--- src/inc/ssf_regs.vh ---
/*
 * Register map, field positions and constants of the sensor status flag group.
 * Assumes inclusion by its bare name from the design files.
 */
`ifndef SSF_REGS_VH
`define SSF_REGS_VH

// register pointers on the serial bus
`define SSF_ADDR_SAT        8'hB9
`define SSF_ADDR_ERR        8'hBA
`define SSF_ADDR_SYS        8'hBB
`define SSF_ADDR_CAUSE      8'hBD

// engine_error_status fields
`define SSF_ERR_OSC_SAT     7
`define SSF_ERR_OSC_DONE    5
`define SSF_ERR_FD_SAT      4
`define SSF_ERR_FLICKER_ENGINE_BUSY     3
`define SSF_ERR_FD_TRIG     2
`define SSF_ERR_PROX_TRIG   1
`define SSF_ERR_MOD_TRIG    0

// system_interrupt_detail fields
`define SSF_SYS_FLICKER     3
`define SSF_SYS_SYNC        0

// threshold_cause_flags fields
`define SSF_CAU_L_HI        7
`define SSF_CAU_L_LO        6
`define SSF_CAU_P1_HI       3
`define SSF_CAU_P1_LO       2
`define SSF_CAU_P0_HI       1
`define SSF_CAU_P0_LO       0

// reset and fill values
`define SSF_ZERO_BYTE       8'h00
`define SSF_ONES_BYTE       8'hFF
`define SSF_PTR_STEP        8'h01

// serial framing
`define SSF_BITS_PER_BYTE   4'h8
`define SSF_BIT_STEP        4'h1
`define SSF_BIT_ZERO        4'h0
`define SSF_BIT_FIRST       4'h1
`define SSF_DEV_ADDR        7'h2A

`endif

--- src/hw/ssf_status_flags.v ---
/*
 * Status flag group with two-wire serial slave: saturation, engine error,
 * system interrupt detail and threshold cause flags.
 * Assumes engine event inputs are on sys_clk; scl/sda come from pins.
 */
// Functional notes
// eight per-channel light analog saturation flags, bit n for channel n
// flicker saturation flag bit 4 set by device, host clears writing one
// flicker busy bit 3 follows measurement in progress
// flicker timing error bit 2 set on flicker engine timing conflict
// proximity timing error bit 1 set when pulses overflow measure time
// modulator timing error bit 0 set when wait shorter than integration
// flicker system irq bit 3 set on result change when enabled
// sync error irq bit 0 set on frame sync error
// light above-upper cause flag in bit 7
// light below-lower cause flag in bit 6
// proximity one causes: bit 3 above upper, bit 2 below lower
// proximity zero causes: bit 1 above upper, bit 0 below lower
// light saturation summary points host to per-channel register
// system irq summary asserted when enabled and any detail event set
// all flags reset to zero; reserved bits read zero, ignore writes
// event flags stay latched until host clears them; busy and oscillator trim bits follow their inputs
`timescale 1ns/1ps
`default_nettype none
`include "ssf_regs.vh"

module ssf_status_flags (
	input  wire       sys_clk,
	input  wire       srst,
	input  wire       clk_en,
	input  wire       scl_in,
	input  wire       sda_in,
	output reg        sda_out,
	output reg        sda_oe,
	input  wire [7:0] light_ch_analog_sat,
	input  wire       osc_trim_saturated,
	input  wire       osc_trim_done,
	input  wire       flicker_sat_event,
	input  wire       flicker_engine_busy,
	input  wire       flicker_timing_event,
	input  wire       proximity_timing_event,
	input  wire       modulator_timing_event,
	input  wire       flicker_result_changed,
	input  wire       flicker_sys_irq_enable,
	input  wire       sync_error_event,
	input  wire       sys_irq_enable,
	input  wire       light_irq_above_upper,
	input  wire       light_irq_below_lower,
	input  wire       prox1_irq_above_upper,
	input  wire       prox1_irq_below_lower,
	input  wire       prox0_irq_above_upper,
	input  wire       prox0_irq_below_lower,
	output reg        light_sat_summary,
	output reg        system_irq_summary
);

	localparam [2:0] ST_IDLE   = 3'h0;
	localparam [2:0] ST_RX     = 3'h1;
	localparam [2:0] ST_RX_ACK = 3'h2;
	localparam [2:0] ST_TX     = 3'h3;
	localparam [2:0] ST_TX_ACK = 3'h4;

	localparam [1:0] K_ADDR = 2'h0;
	localparam [1:0] K_PTR  = 2'h1;
	localparam [1:0] K_DATA = 2'h2;

	wire       scl_s;
	wire       sda_s;
	reg        scl_d;
	reg        sda_d;
	reg  [2:0] state;
	reg  [1:0] kind;
	reg  [3:0] bit_cnt;
	reg  [7:0] shreg;
	reg  [7:0] ptr;
	reg        rw;
	reg        nack;

	reg  [7:0] light_analog_saturation;
	reg  [7:0] engine_error_status;
	reg  [7:0] system_interrupt_detail;
	reg  [7:0] threshold_cause_flags;

	reg  [7:0] rd_data;
	reg        rd_take;
	reg        wr_take;
	reg  [7:0] next_sat;
	reg  [7:0] next_err;
	reg  [7:0] next_sys;
	reg  [7:0] next_cause;

	wire scl_rise = scl_s & ~scl_d;
	wire scl_fall = ~scl_s & scl_d;
	wire bus_start = scl_s & scl_d & sda_d & ~sda_s;
	wire bus_stop  = scl_s & scl_d & ~sda_d & sda_s;
	wire byte_done = (bit_cnt == `SSF_BITS_PER_BYTE);

	////////////////////////////////////////////////////////////////////////////
	// pin synchronisers
	ssf_sync2 #(.RST_VAL(1'b1)) u_sync_scl (
		.sys_clk  (sys_clk),
		.srst     (srst),
		.clk_en   (clk_en),
		.async_in (scl_in),
		.sync_out (scl_s)
	);

	ssf_sync2 #(.RST_VAL(1'b1)) u_sync_sda (
		.sys_clk  (sys_clk),
		.srst     (srst),
		.clk_en   (clk_en),
		.async_in (sda_in),
		.sync_out (sda_s)
	);

	////////////////////////////////////////////////////////////////////////////
	// read mux; unmapped pointers and reserved bits read zero
	always @*
	begin
		case (ptr)
			`SSF_ADDR_SAT:   rd_data = light_analog_saturation;
			`SSF_ADDR_ERR:   rd_data = engine_error_status;
			`SSF_ADDR_SYS:   rd_data = system_interrupt_detail;
			`SSF_ADDR_CAUSE: rd_data = threshold_cause_flags;
			default:         rd_data = `SSF_ZERO_BYTE;
		endcase
	end

	// strobes: a byte is taken for sending, or a data byte was received
	always @*
	begin
		rd_take = 1'b0;
		wr_take = 1'b0;
		if (scl_fall && !bus_start && !bus_stop)
		begin
			if (state == ST_RX_ACK && kind == K_ADDR && rw)
				rd_take = 1'b1;
			if (state == ST_TX_ACK && !nack)
				rd_take = 1'b1;
			if (state == ST_RX && byte_done && kind == K_DATA)
				wr_take = 1'b1;
		end
	end

	////////////////////////////////////////////////////////////////////////////
	// flag next values; read clears sticky flags except flicker saturation bit 4, a new event wins over clear
	always @*
	begin
		next_sat   = light_analog_saturation;
		next_err   = engine_error_status;
		next_sys   = system_interrupt_detail;
		next_cause = threshold_cause_flags;
		if (rd_take && ptr == `SSF_ADDR_SAT)
			next_sat = `SSF_ZERO_BYTE;
		if (rd_take && ptr == `SSF_ADDR_ERR)
		begin
			next_err[`SSF_ERR_FD_TRIG]   = 1'b0;
			next_err[`SSF_ERR_PROX_TRIG] = 1'b0;
			next_err[`SSF_ERR_MOD_TRIG]  = 1'b0;
		end
		if (wr_take && ptr == `SSF_ADDR_ERR && shreg[`SSF_ERR_FD_SAT])
			next_err[`SSF_ERR_FD_SAT] = 1'b0;
		if (rd_take && ptr == `SSF_ADDR_SYS)
			next_sys = `SSF_ZERO_BYTE;
		if (rd_take && ptr == `SSF_ADDR_CAUSE)
			next_cause = `SSF_ZERO_BYTE;

		next_sat = next_sat | light_ch_analog_sat;
		next_err[`SSF_ERR_OSC_SAT]   = osc_trim_saturated;
		next_err[`SSF_ERR_OSC_DONE]  = osc_trim_done;
		next_err[`SSF_ERR_FLICKER_ENGINE_BUSY]   = flicker_engine_busy;
		next_err[`SSF_ERR_FD_SAT]    = next_err[`SSF_ERR_FD_SAT] | flicker_sat_event;
		next_err[`SSF_ERR_FD_TRIG]   = next_err[`SSF_ERR_FD_TRIG] | flicker_timing_event;
		next_err[`SSF_ERR_PROX_TRIG] = next_err[`SSF_ERR_PROX_TRIG] | proximity_timing_event;
		next_err[`SSF_ERR_MOD_TRIG]  = next_err[`SSF_ERR_MOD_TRIG] | modulator_timing_event;
		next_sys[`SSF_SYS_FLICKER]   = next_sys[`SSF_SYS_FLICKER]
			| (flicker_result_changed & flicker_sys_irq_enable);
		next_sys[`SSF_SYS_SYNC]      = next_sys[`SSF_SYS_SYNC] | sync_error_event;
		next_cause[`SSF_CAU_L_HI]    = next_cause[`SSF_CAU_L_HI] | light_irq_above_upper;
		next_cause[`SSF_CAU_L_LO]    = next_cause[`SSF_CAU_L_LO] | light_irq_below_lower;
		next_cause[`SSF_CAU_P1_HI]   = next_cause[`SSF_CAU_P1_HI] | prox1_irq_above_upper;
		next_cause[`SSF_CAU_P1_LO]   = next_cause[`SSF_CAU_P1_LO] | prox1_irq_below_lower;
		next_cause[`SSF_CAU_P0_HI]   = next_cause[`SSF_CAU_P0_HI] | prox0_irq_above_upper;
		next_cause[`SSF_CAU_P0_LO]   = next_cause[`SSF_CAU_P0_LO] | prox0_irq_below_lower;

		// reserved positions forced to zero
		next_err[6]     = 1'b0;
		next_sys[7:4]   = 4'h0;
		next_sys[2:1]   = 2'h0;
		next_cause[5:4] = 2'h0;
	end

	////////////////////////////////////////////////////////////////////////////
	// flag registers and summary outputs
	always @(posedge sys_clk)
	begin
		if (srst)
		begin
			light_analog_saturation <= `SSF_ZERO_BYTE;
			engine_error_status     <= `SSF_ZERO_BYTE;
			system_interrupt_detail <= `SSF_ZERO_BYTE;
			threshold_cause_flags   <= `SSF_ZERO_BYTE;
			light_sat_summary       <= 1'b0;
			system_irq_summary      <= 1'b0;
		end
		else if (clk_en)
		begin
			light_analog_saturation <= next_sat;
			engine_error_status     <= next_err;
			system_interrupt_detail <= next_sys;
			threshold_cause_flags   <= next_cause;
			light_sat_summary       <= |next_sat;
			system_irq_summary      <= sys_irq_enable & (|next_sys);
		end
	end

	////////////////////////////////////////////////////////////////////////////
	// serial slave: address, pointer, write data with auto-increment, reads
	always @(posedge sys_clk)
	begin
		if (srst)
		begin
			scl_d   <= 1'b1;
			sda_d   <= 1'b1;
			state   <= ST_IDLE;
			kind    <= K_ADDR;
			bit_cnt <= `SSF_BIT_ZERO;
			shreg   <= `SSF_ZERO_BYTE;
			ptr     <= `SSF_ZERO_BYTE;
			rw      <= 1'b0;
			nack    <= 1'b0;
			sda_out <= 1'b0;
			sda_oe  <= 1'b0;
		end
		else if (clk_en)
		begin
			scl_d   <= scl_s;
			sda_d   <= sda_s;
			sda_out <= 1'b0; // open drain: only ever pulls low
			if (bus_start)
			begin
				state   <= ST_RX;
				kind    <= K_ADDR;
				bit_cnt <= `SSF_BIT_ZERO;
				sda_oe  <= 1'b0;
			end
			else if (bus_stop)
			begin
				state  <= ST_IDLE;
				sda_oe <= 1'b0;
			end
			else
			begin
				case (state)
					ST_IDLE:
					begin
						sda_oe <= 1'b0;
					end
					ST_RX:
					begin
						if (scl_rise && !byte_done)
						begin
							shreg   <= {shreg[6:0], sda_s};
							bit_cnt <= bit_cnt + `SSF_BIT_STEP;
						end
						else if (scl_fall && byte_done)
						begin
							if (kind == K_ADDR)
							begin
								if (shreg[7:1] == `SSF_DEV_ADDR)
								begin
									rw     <= shreg[0];
									sda_oe <= 1'b1;
									state  <= ST_RX_ACK;
								end
								else
									state <= ST_IDLE;
							end
							else
							begin
								if (kind == K_PTR)
									ptr <= shreg;
								else
									ptr <= ptr + `SSF_PTR_STEP;
								sda_oe <= 1'b1;
								state  <= ST_RX_ACK;
							end
						end
					end
					ST_RX_ACK:
					begin
						if (scl_fall)
						begin
							if (kind == K_ADDR && rw)
							begin
								sda_oe  <= ~rd_data[7];
								shreg   <= {rd_data[6:0], 1'b0};
								bit_cnt <= `SSF_BIT_FIRST;
								ptr     <= ptr + `SSF_PTR_STEP;
								state   <= ST_TX;
							end
							else
							begin
								sda_oe  <= 1'b0;
								kind    <= (kind == K_ADDR) ? K_PTR : K_DATA;
								bit_cnt <= `SSF_BIT_ZERO;
								state   <= ST_RX;
							end
						end
					end
					ST_TX:
					begin
						if (scl_fall)
						begin
							if (byte_done)
							begin
								sda_oe <= 1'b0;
								state  <= ST_TX_ACK;
							end
							else
							begin
								sda_oe  <= ~shreg[7];
								shreg   <= {shreg[6:0], 1'b0};
								bit_cnt <= bit_cnt + `SSF_BIT_STEP;
							end
						end
					end
					ST_TX_ACK:
					begin
						if (scl_rise)
							nack <= sda_s;
						else if (scl_fall)
						begin
							if (nack)
								state <= ST_IDLE;
							else
							begin
								sda_oe  <= ~rd_data[7];
								shreg   <= {rd_data[6:0], 1'b0};
								bit_cnt <= `SSF_BIT_FIRST;
								ptr     <= ptr + `SSF_PTR_STEP;
								state   <= ST_TX;
							end
						end
					end
					default:
					begin
						state  <= ST_IDLE;
						sda_oe <= 1'b0;
					end
				endcase
			end
		end
	end

endmodule // ssf_status_flags

`default_nettype wire

--- src/hw/ssf_sync2.v ---
/*
 * Two-flop synchroniser for one asynchronous level.
 * Assumes the destination clock samples the input; only the second flop is read outside.
 */
`timescale 1ns/1ps
`default_nettype none

module ssf_sync2 #(
	parameter RST_VAL = 1'b1
) (
	input  wire sys_clk,
	input  wire srst,
	input  wire clk_en,
	input  wire async_in,
	output reg  sync_out
);

	reg meta;

	////////////////////////////////////////////////////////////////////////////
	// first flop feeds only the second
	always @(posedge sys_clk)
	begin
		if (srst)
		begin
			meta     <= RST_VAL;
			sync_out <= RST_VAL;
		end
		else if (clk_en)
		begin
			meta     <= async_in;
			sync_out <= meta;
		end
	end

endmodule // ssf_sync2

`default_nettype wire

--- config.mk ---
export PLATFORM = sky130hd
export DESIGN_NAME = ssf_status_flags
export DESIGN_NICKNAME = d
export VERILOG_FILES = /design/src/hw/ssf_status_flags.v /design/src/hw/ssf_sync2.v
export VERILOG_INCLUDE_DIRS = /design/src /design/src/inc
export SDC_FILE = /design/constraint.sdc
export NUM_CORES = 1
export LEC_CHECK = 0
export BUFFER_PORTS_ARGS = -buffer_cell sky130_fd_sc_hd__buf_4
export CORE_MARGIN = 3
export CORE_UTILIZATION = 35
export CTS_CLUSTER_DIAMETER = 200
export DETAILED_ROUTE_END_ITERATION = 10
export PLACE_DENSITY = 0.59
export RECOVER_POWER = 25
export SLEW_MARGIN = 20
export SYNTH_ARGS = -nofsm -noshare
export SYNTH_HDL_FRONTEND = slang
export SYNTH_HIERARCHICAL = 1
export SYNTH_SLANG_ARGS = --single-unit
--- constraint.sdc ---
create_clock -name sys_clk -period 6.65 [get_ports sys_clk]
set_clock_uncertainty 0.1 [all_clocks]
set_input_delay 0.3325 -clock sys_clk [delete_from_list [all_inputs] [get_ports sys_clk]]
set_output_delay 0.3325 -clock sys_clk [all_outputs]
set_load 0.005 [all_outputs]
---- Yosys cells after proc, flatten, opt, wreduce, memory -nomap -nowiden ----
Index checks and enable logic that the tools add are counted.
storage, ports and cells
  flip-flop bits (word level) ............. 59
  input port bits ......................... 30
  output and inout bits ................... 4
  logic and storage cells ................. 207
cells by class
  add/subtract/negate cells ............... 2
  equality and inequality tests ........... 42
  muxes and demuxes ....................... 75
  bitwise logic cells ..................... 31
  reductions and logical operators ........ 37
operators with widths
  cell                                                            count
  8-bit 2-to-1 mux                                                19
  8-bit case mux with 4 select lines                              2
  4-bit 2-to-1 mux                                                10
  3-bit 2-to-1 mux                                                11
  8-bit equality test (second input constant)                     4
  4-bit != test (second input constant)                           7
  8-bit case mux with 3 select lines                              1
  12-bit AND reduction                                            2
  3-bit != test (second input constant)                           7
  1-bit 2-to-1 mux                                                20
  2-bit != test (second input constant)                           10
  2-bit 2-to-1 mux                                                9
  9-bit AND reduction                                             2
  1-bit logical AND                                               16
  4-bit case mux with 4 select lines                              1
  3-bit case mux with 5 select lines                              1
  1-bit bitwise OR                                                12
  10-bit AND reduction                                            1
  5-bit AND reduction                                             2
  1-bit AND                                                       9
  1-bit NOT                                                       9
  8-bit by 1-bit adder with 8-bit output (second input constant)  1
  8-bit bitwise OR                                                1
  8-bit AND reduction                                             1
  22 further kinds                                                29

---- Logic depth before layout (Yosys ltp) ----
  depth in word-level cells ............... 12
  depth in mapped cells ................... 9

---- Hierarchy ----
The synthesis kept the hierarchy.
modules (own cells, without submodules)
  module            times used  cells each  area each (um^2)
  ssf_status_flags  1           385         3228.1
  ssf_sync2         2           6           70.1

---- Worst setup path before layout ----
Ideal clock, no wire load.
  path kind ............................... register to register
  from .................................... register bit_cnt[0]
  to ...................................... register shreg[3]
  setup time .............................. 0.070 ns
  data arrival time ....................... 1.985 ns
  required time ........................... 6.480 ns
  slack ................................... 4.495 ns
  cell stages (with the launch flop) ...... 10
  buffers on the path ..................... 2
  clock period less this slack ............ 2.155 ns
  cells stage by stage .................... dfxtp_1 inv_1 ha_1 and3b_1 clkbuf_1 a211o_1 a2111oi_4 buf_4 o21ai_0 a21oi_1
between the ends
  longest elaborated chain between the ends .. 5
  elaborated cells between the ends (all ways) .. 6
  classes of those cells .................. eq/ne: 3; reduce/logical: 3
RTL lines
  what                                                RTL line                RTL
  start, declared                                     ssf_status_flags.v:73   reg [3:0] bit_cnt;
  start signal, assigned                              ssf_status_flags.v:227  bit_cnt <= `SSF_BIT_ZERO;
  start signal, assigned                              ssf_status_flags.v:244  bit_cnt <= `SSF_BIT_ZERO;
  start signal, assigned                              ssf_status_flags.v:264  bit_cnt <= bit_cnt + `SSF_BIT_STEP;
  4-bit equality test (no line) *                     n/a
  1-bit logical NOT                                   ssf_status_flags.v:261  if (scl_rise && !byte_done)
  1-bit logical AND                                   ssf_status_flags.v:261
  2-bit by 1-bit != test with 1-bit output (no line)  n/a
  12-bit AND reduction (no line) *                    n/a
  end signal, assigned                                ssf_status_flags.v:263  shreg <= {shreg[6:0], sda_s};
  end signal, assigned                                ssf_status_flags.v:297  shreg <= {rd_data[6:0], 1'b0};
  end signal, assigned                                ssf_status_flags.v:323  shreg <= {shreg[6:0], 1'b0};
  end, declared                                       ssf_status_flags.v:74   reg [7:0] shreg;
Every way passes the cells marked *; elsewhere a longest branch is shown, timed or not.
A chain may end at the register's enable or synchronous reset.

---- Worst setup path after layout ----
  from .................................... input port clk_en
  to ...................................... register ptr[0]
between the ends
  longest elaborated chain between the ends .. 1
RTL lines
  what                            RTL line                RTL
  start, declared                 ssf_status_flags.v:30   input wire clk_en,
  12-bit AND reduction (no line)  n/a
  end signal, assigned            ssf_status_flags.v:229  ptr <= `SSF_ZERO_BYTE;
  end signal, assigned            ssf_status_flags.v:282  ptr <= shreg;
  end signal, assigned            ssf_status_flags.v:284  ptr <= ptr + `SSF_PTR_STEP;
  end, declared                   ssf_status_flags.v:75   reg [7:0] ptr;
Every way passes these cells.

==> run metrics <==
status finished with violations; failing checks max-capacitance violations, max-slew violations; vias in the first global route 2782; clk buf depth 2; die width 104 µm; GPL Wtd Cong 0.858; DP Wirelength 6.10 mm; Synth top area share 0.351; worst skew pair latency 0.34 ns; YS warnings 6; Non-Filler Instances 544; post-synthesis sequential area ratio 0.351; area of placed instances 3640 µm²; gr ovfl total 0; Post-synth EDFFs 0; initial antenna violation count 0; Clock transition at path regs 0.07 ns; TritonRoute pass-1 iters 5; worst vdd ir 0.132 mV; DRC Markers 0; CP Capture Type flip-flop; worst setup margin 3.14 ns; Routed Antenna Nets 0; Area Overhead vs Synth 14.6%; type of origin of the critical path input pin; largest family of logic cells by synthesized area compound AO/OA/AOI/OAI gates; initial DRC count 204; final slew viol count 44; worst hold path type input pin to flip-flop; dpl ws 3.64 ns; mux cell area share after synthesis 0.0609; synthesized net count 432; RSZ-0062 raised after global routing false; first-pass GRT wire length 14.2 mm; Post-CTS Hold Fix Bufs 0; DRT Wirelength 8.70 mm; initial core utilization 0.363; register area 1180 µm²; post-synthesis register bit count 59; Final Hold Fails 0; maximum clock rate 285 MHz; Yosys cell types 70; Avg WL per Cell 16.0 µm; Synth Area in Simple Gates 0.239; largest net degree at the start of global routing 50; number of setup violations in the final report 0; H-tree depth 3; Via density 5.61; Synth Area per Inst 8.48 µm²; complex-gate fraction of the synthesized area 0.272; Post-Synth Adder-Cell Area 0.0215; Worst Path Required 6.80 ns; P per Cell Area 210 nW/µm²; Synth Instances 397; Die Y 104 µm; vias 3052; Util after Layout 0.416; Syn Std Cell Area 3370 µm²; FFs w/ async S/R, synth 0; multi-input logic area 2040 µm²; nets 445; WHS 0.0916 ns; most common flop cell mapped by yosys dfxtp_1; fraction of the cycle the final worst path needs 0.528; TritonCTS clock tree built; setup TNS 0 ns; total track usage 0.160; fill cell instance count of the final layout 994; Die ar. 10800 µm²; Max Fanout on Critical Path 43; total chip power 809 µW; maxcap violations 1; worst-margin pin slew 1.99 ns; Design Area, Final 3860 µm²; Boundary Pins 34; clock sinks 59; PostCTS Resize Cnt 0; CTS Buf Count 9; layout cells sized above 1 0.157; critical path arrival 3.66 ns; FP Rows 35; area leader, netlist dfxtp_1; LEAKAGE 1.37 nW; Post-Place Cells 528; Tmin final 3.51 ns; Placeable Area 9280 µm²; top cells by area, synth dfxtp_1, a22oi_1, mux2i_1, nor2_1, o21ai_0; # diodes 0; relative max-transition margin -0.324; # Post-CTS Setup Buffers 0; Worst Setup Path Type input pin to flip-flop; clk root buf clkbuf_8; post-synthesis xor/xnor area fraction 0.00780; PortBufs 32
## flip-flops by register name, summed over array words and instances (netlist names)
signal	cells
u_sync_sda/sync_out	1
bit_cnt	4
system_interrupt_detail	2
engine_error_status	7
threshold_cause_flags	6
sda_oe	1
ptr	8
u_sync_sda/meta	1
kind	2
sda_d	1
system_irq_summary	1
u_sync_scl/meta	1
state	3
light_analog_saturation	8
shreg	8
light_sat_summary	1
nack	1
rw	1
scl_d	1
u_sync_scl/sync_out	1
## final timing paths
kind	startpoint	end	slack, ns	cells past startpoint
worst min register to register	u_sync_scl/meta	u_sync_scl/sync_out	0.35	1
worst max register to register	state[1]	ptr[0]	3.64	5
worst max-delay path	clk_en	ptr[0]	3.14	5
worst min-delay path	sda_in	u_sync_sda/meta	0.09	2
## cell usage in the layout, fill, tap and decap left out, drive strengths merged, types with 10 or more instances in the layout
master,instances
nor2b,13
nor2,41
o21ai,27
buf,28
nor3,10
mux2i,16
dfxtp,59
nand2,24
clkbuf,13
a21oi,22
a22oi,24
## area by class of cell
type / count / area share
Clock buffer: 9 / 0.0321
Multi-Input combinational cell: 301 / 0.528
Inverter: 7 / 0.00681
Timing Repair Buffer: 32 / 0.0613
Tap cell: 129 / 0.0418
Clock inverter: 7 / 0.0240
Sequential cell: 59 / 0.306
## synthesized netlist by cell type, types with 3 or more instances
master / instances
dfxtp_1: 59
nor2_1: 41
a22oi_1: 24
nand2_1: 24
o21ai_0: 24
a21oi_1: 22
clkbuf_1: 20
mux2i_1: 16
nor2b_1: 13
nor3_1: 10
nand3_1: 8
nand4b_1: 8
inv_1: 7
a31oi_1: 6
nand2b_1: 6
a211o_1: 5
ha_1: 5
nand4_1: 5
buf_2: 4
mux2_2: 4
nor4_1: 4
nor4bb_1: 4
a211oi_1: 3
a211oi_2: 3
buf_1: 3
nor3b_1: 3
o21ai_1: 3
o2bb2ai_1: 3
## where the power goes
group | switching (mW) | internal [mW] | total (mW)
clock | 0.149 | 0.210 | 0.359
sequential | 0.0132 | 0.366 | 0.380
combinational | 0.0360 | 0.0341 | 0.0701
## metal layers
metal  up-vias  wire (µm)  GRT usage
met5         -          0          0
met4         0        142     0.0598
met3        11        447     0.0292
met2        69       3920      0.233
met1      1457       4190      0.232
li1       1515          -          -
## cell families after synthesis
logic type / after synthesis
adder cells (fa/ha/maj): 6
multiplexers: 20
flip-flops: 59
other: 1
XOR/XNOR: 3
AND/OR/NAND/NOR: 146
AO/OA/AOI/OAI: 125
buffers and inverters: 37
## worst max-delay path, cell delays in order
cell and delay [ns]:
clkbuf_1 1.40, o311ai_2 0.49, a2111oi_4 0.97, o21ai_1 0.15, a221oi_1 0.31
Note: power is estimated with default switching activity, not from simulation.
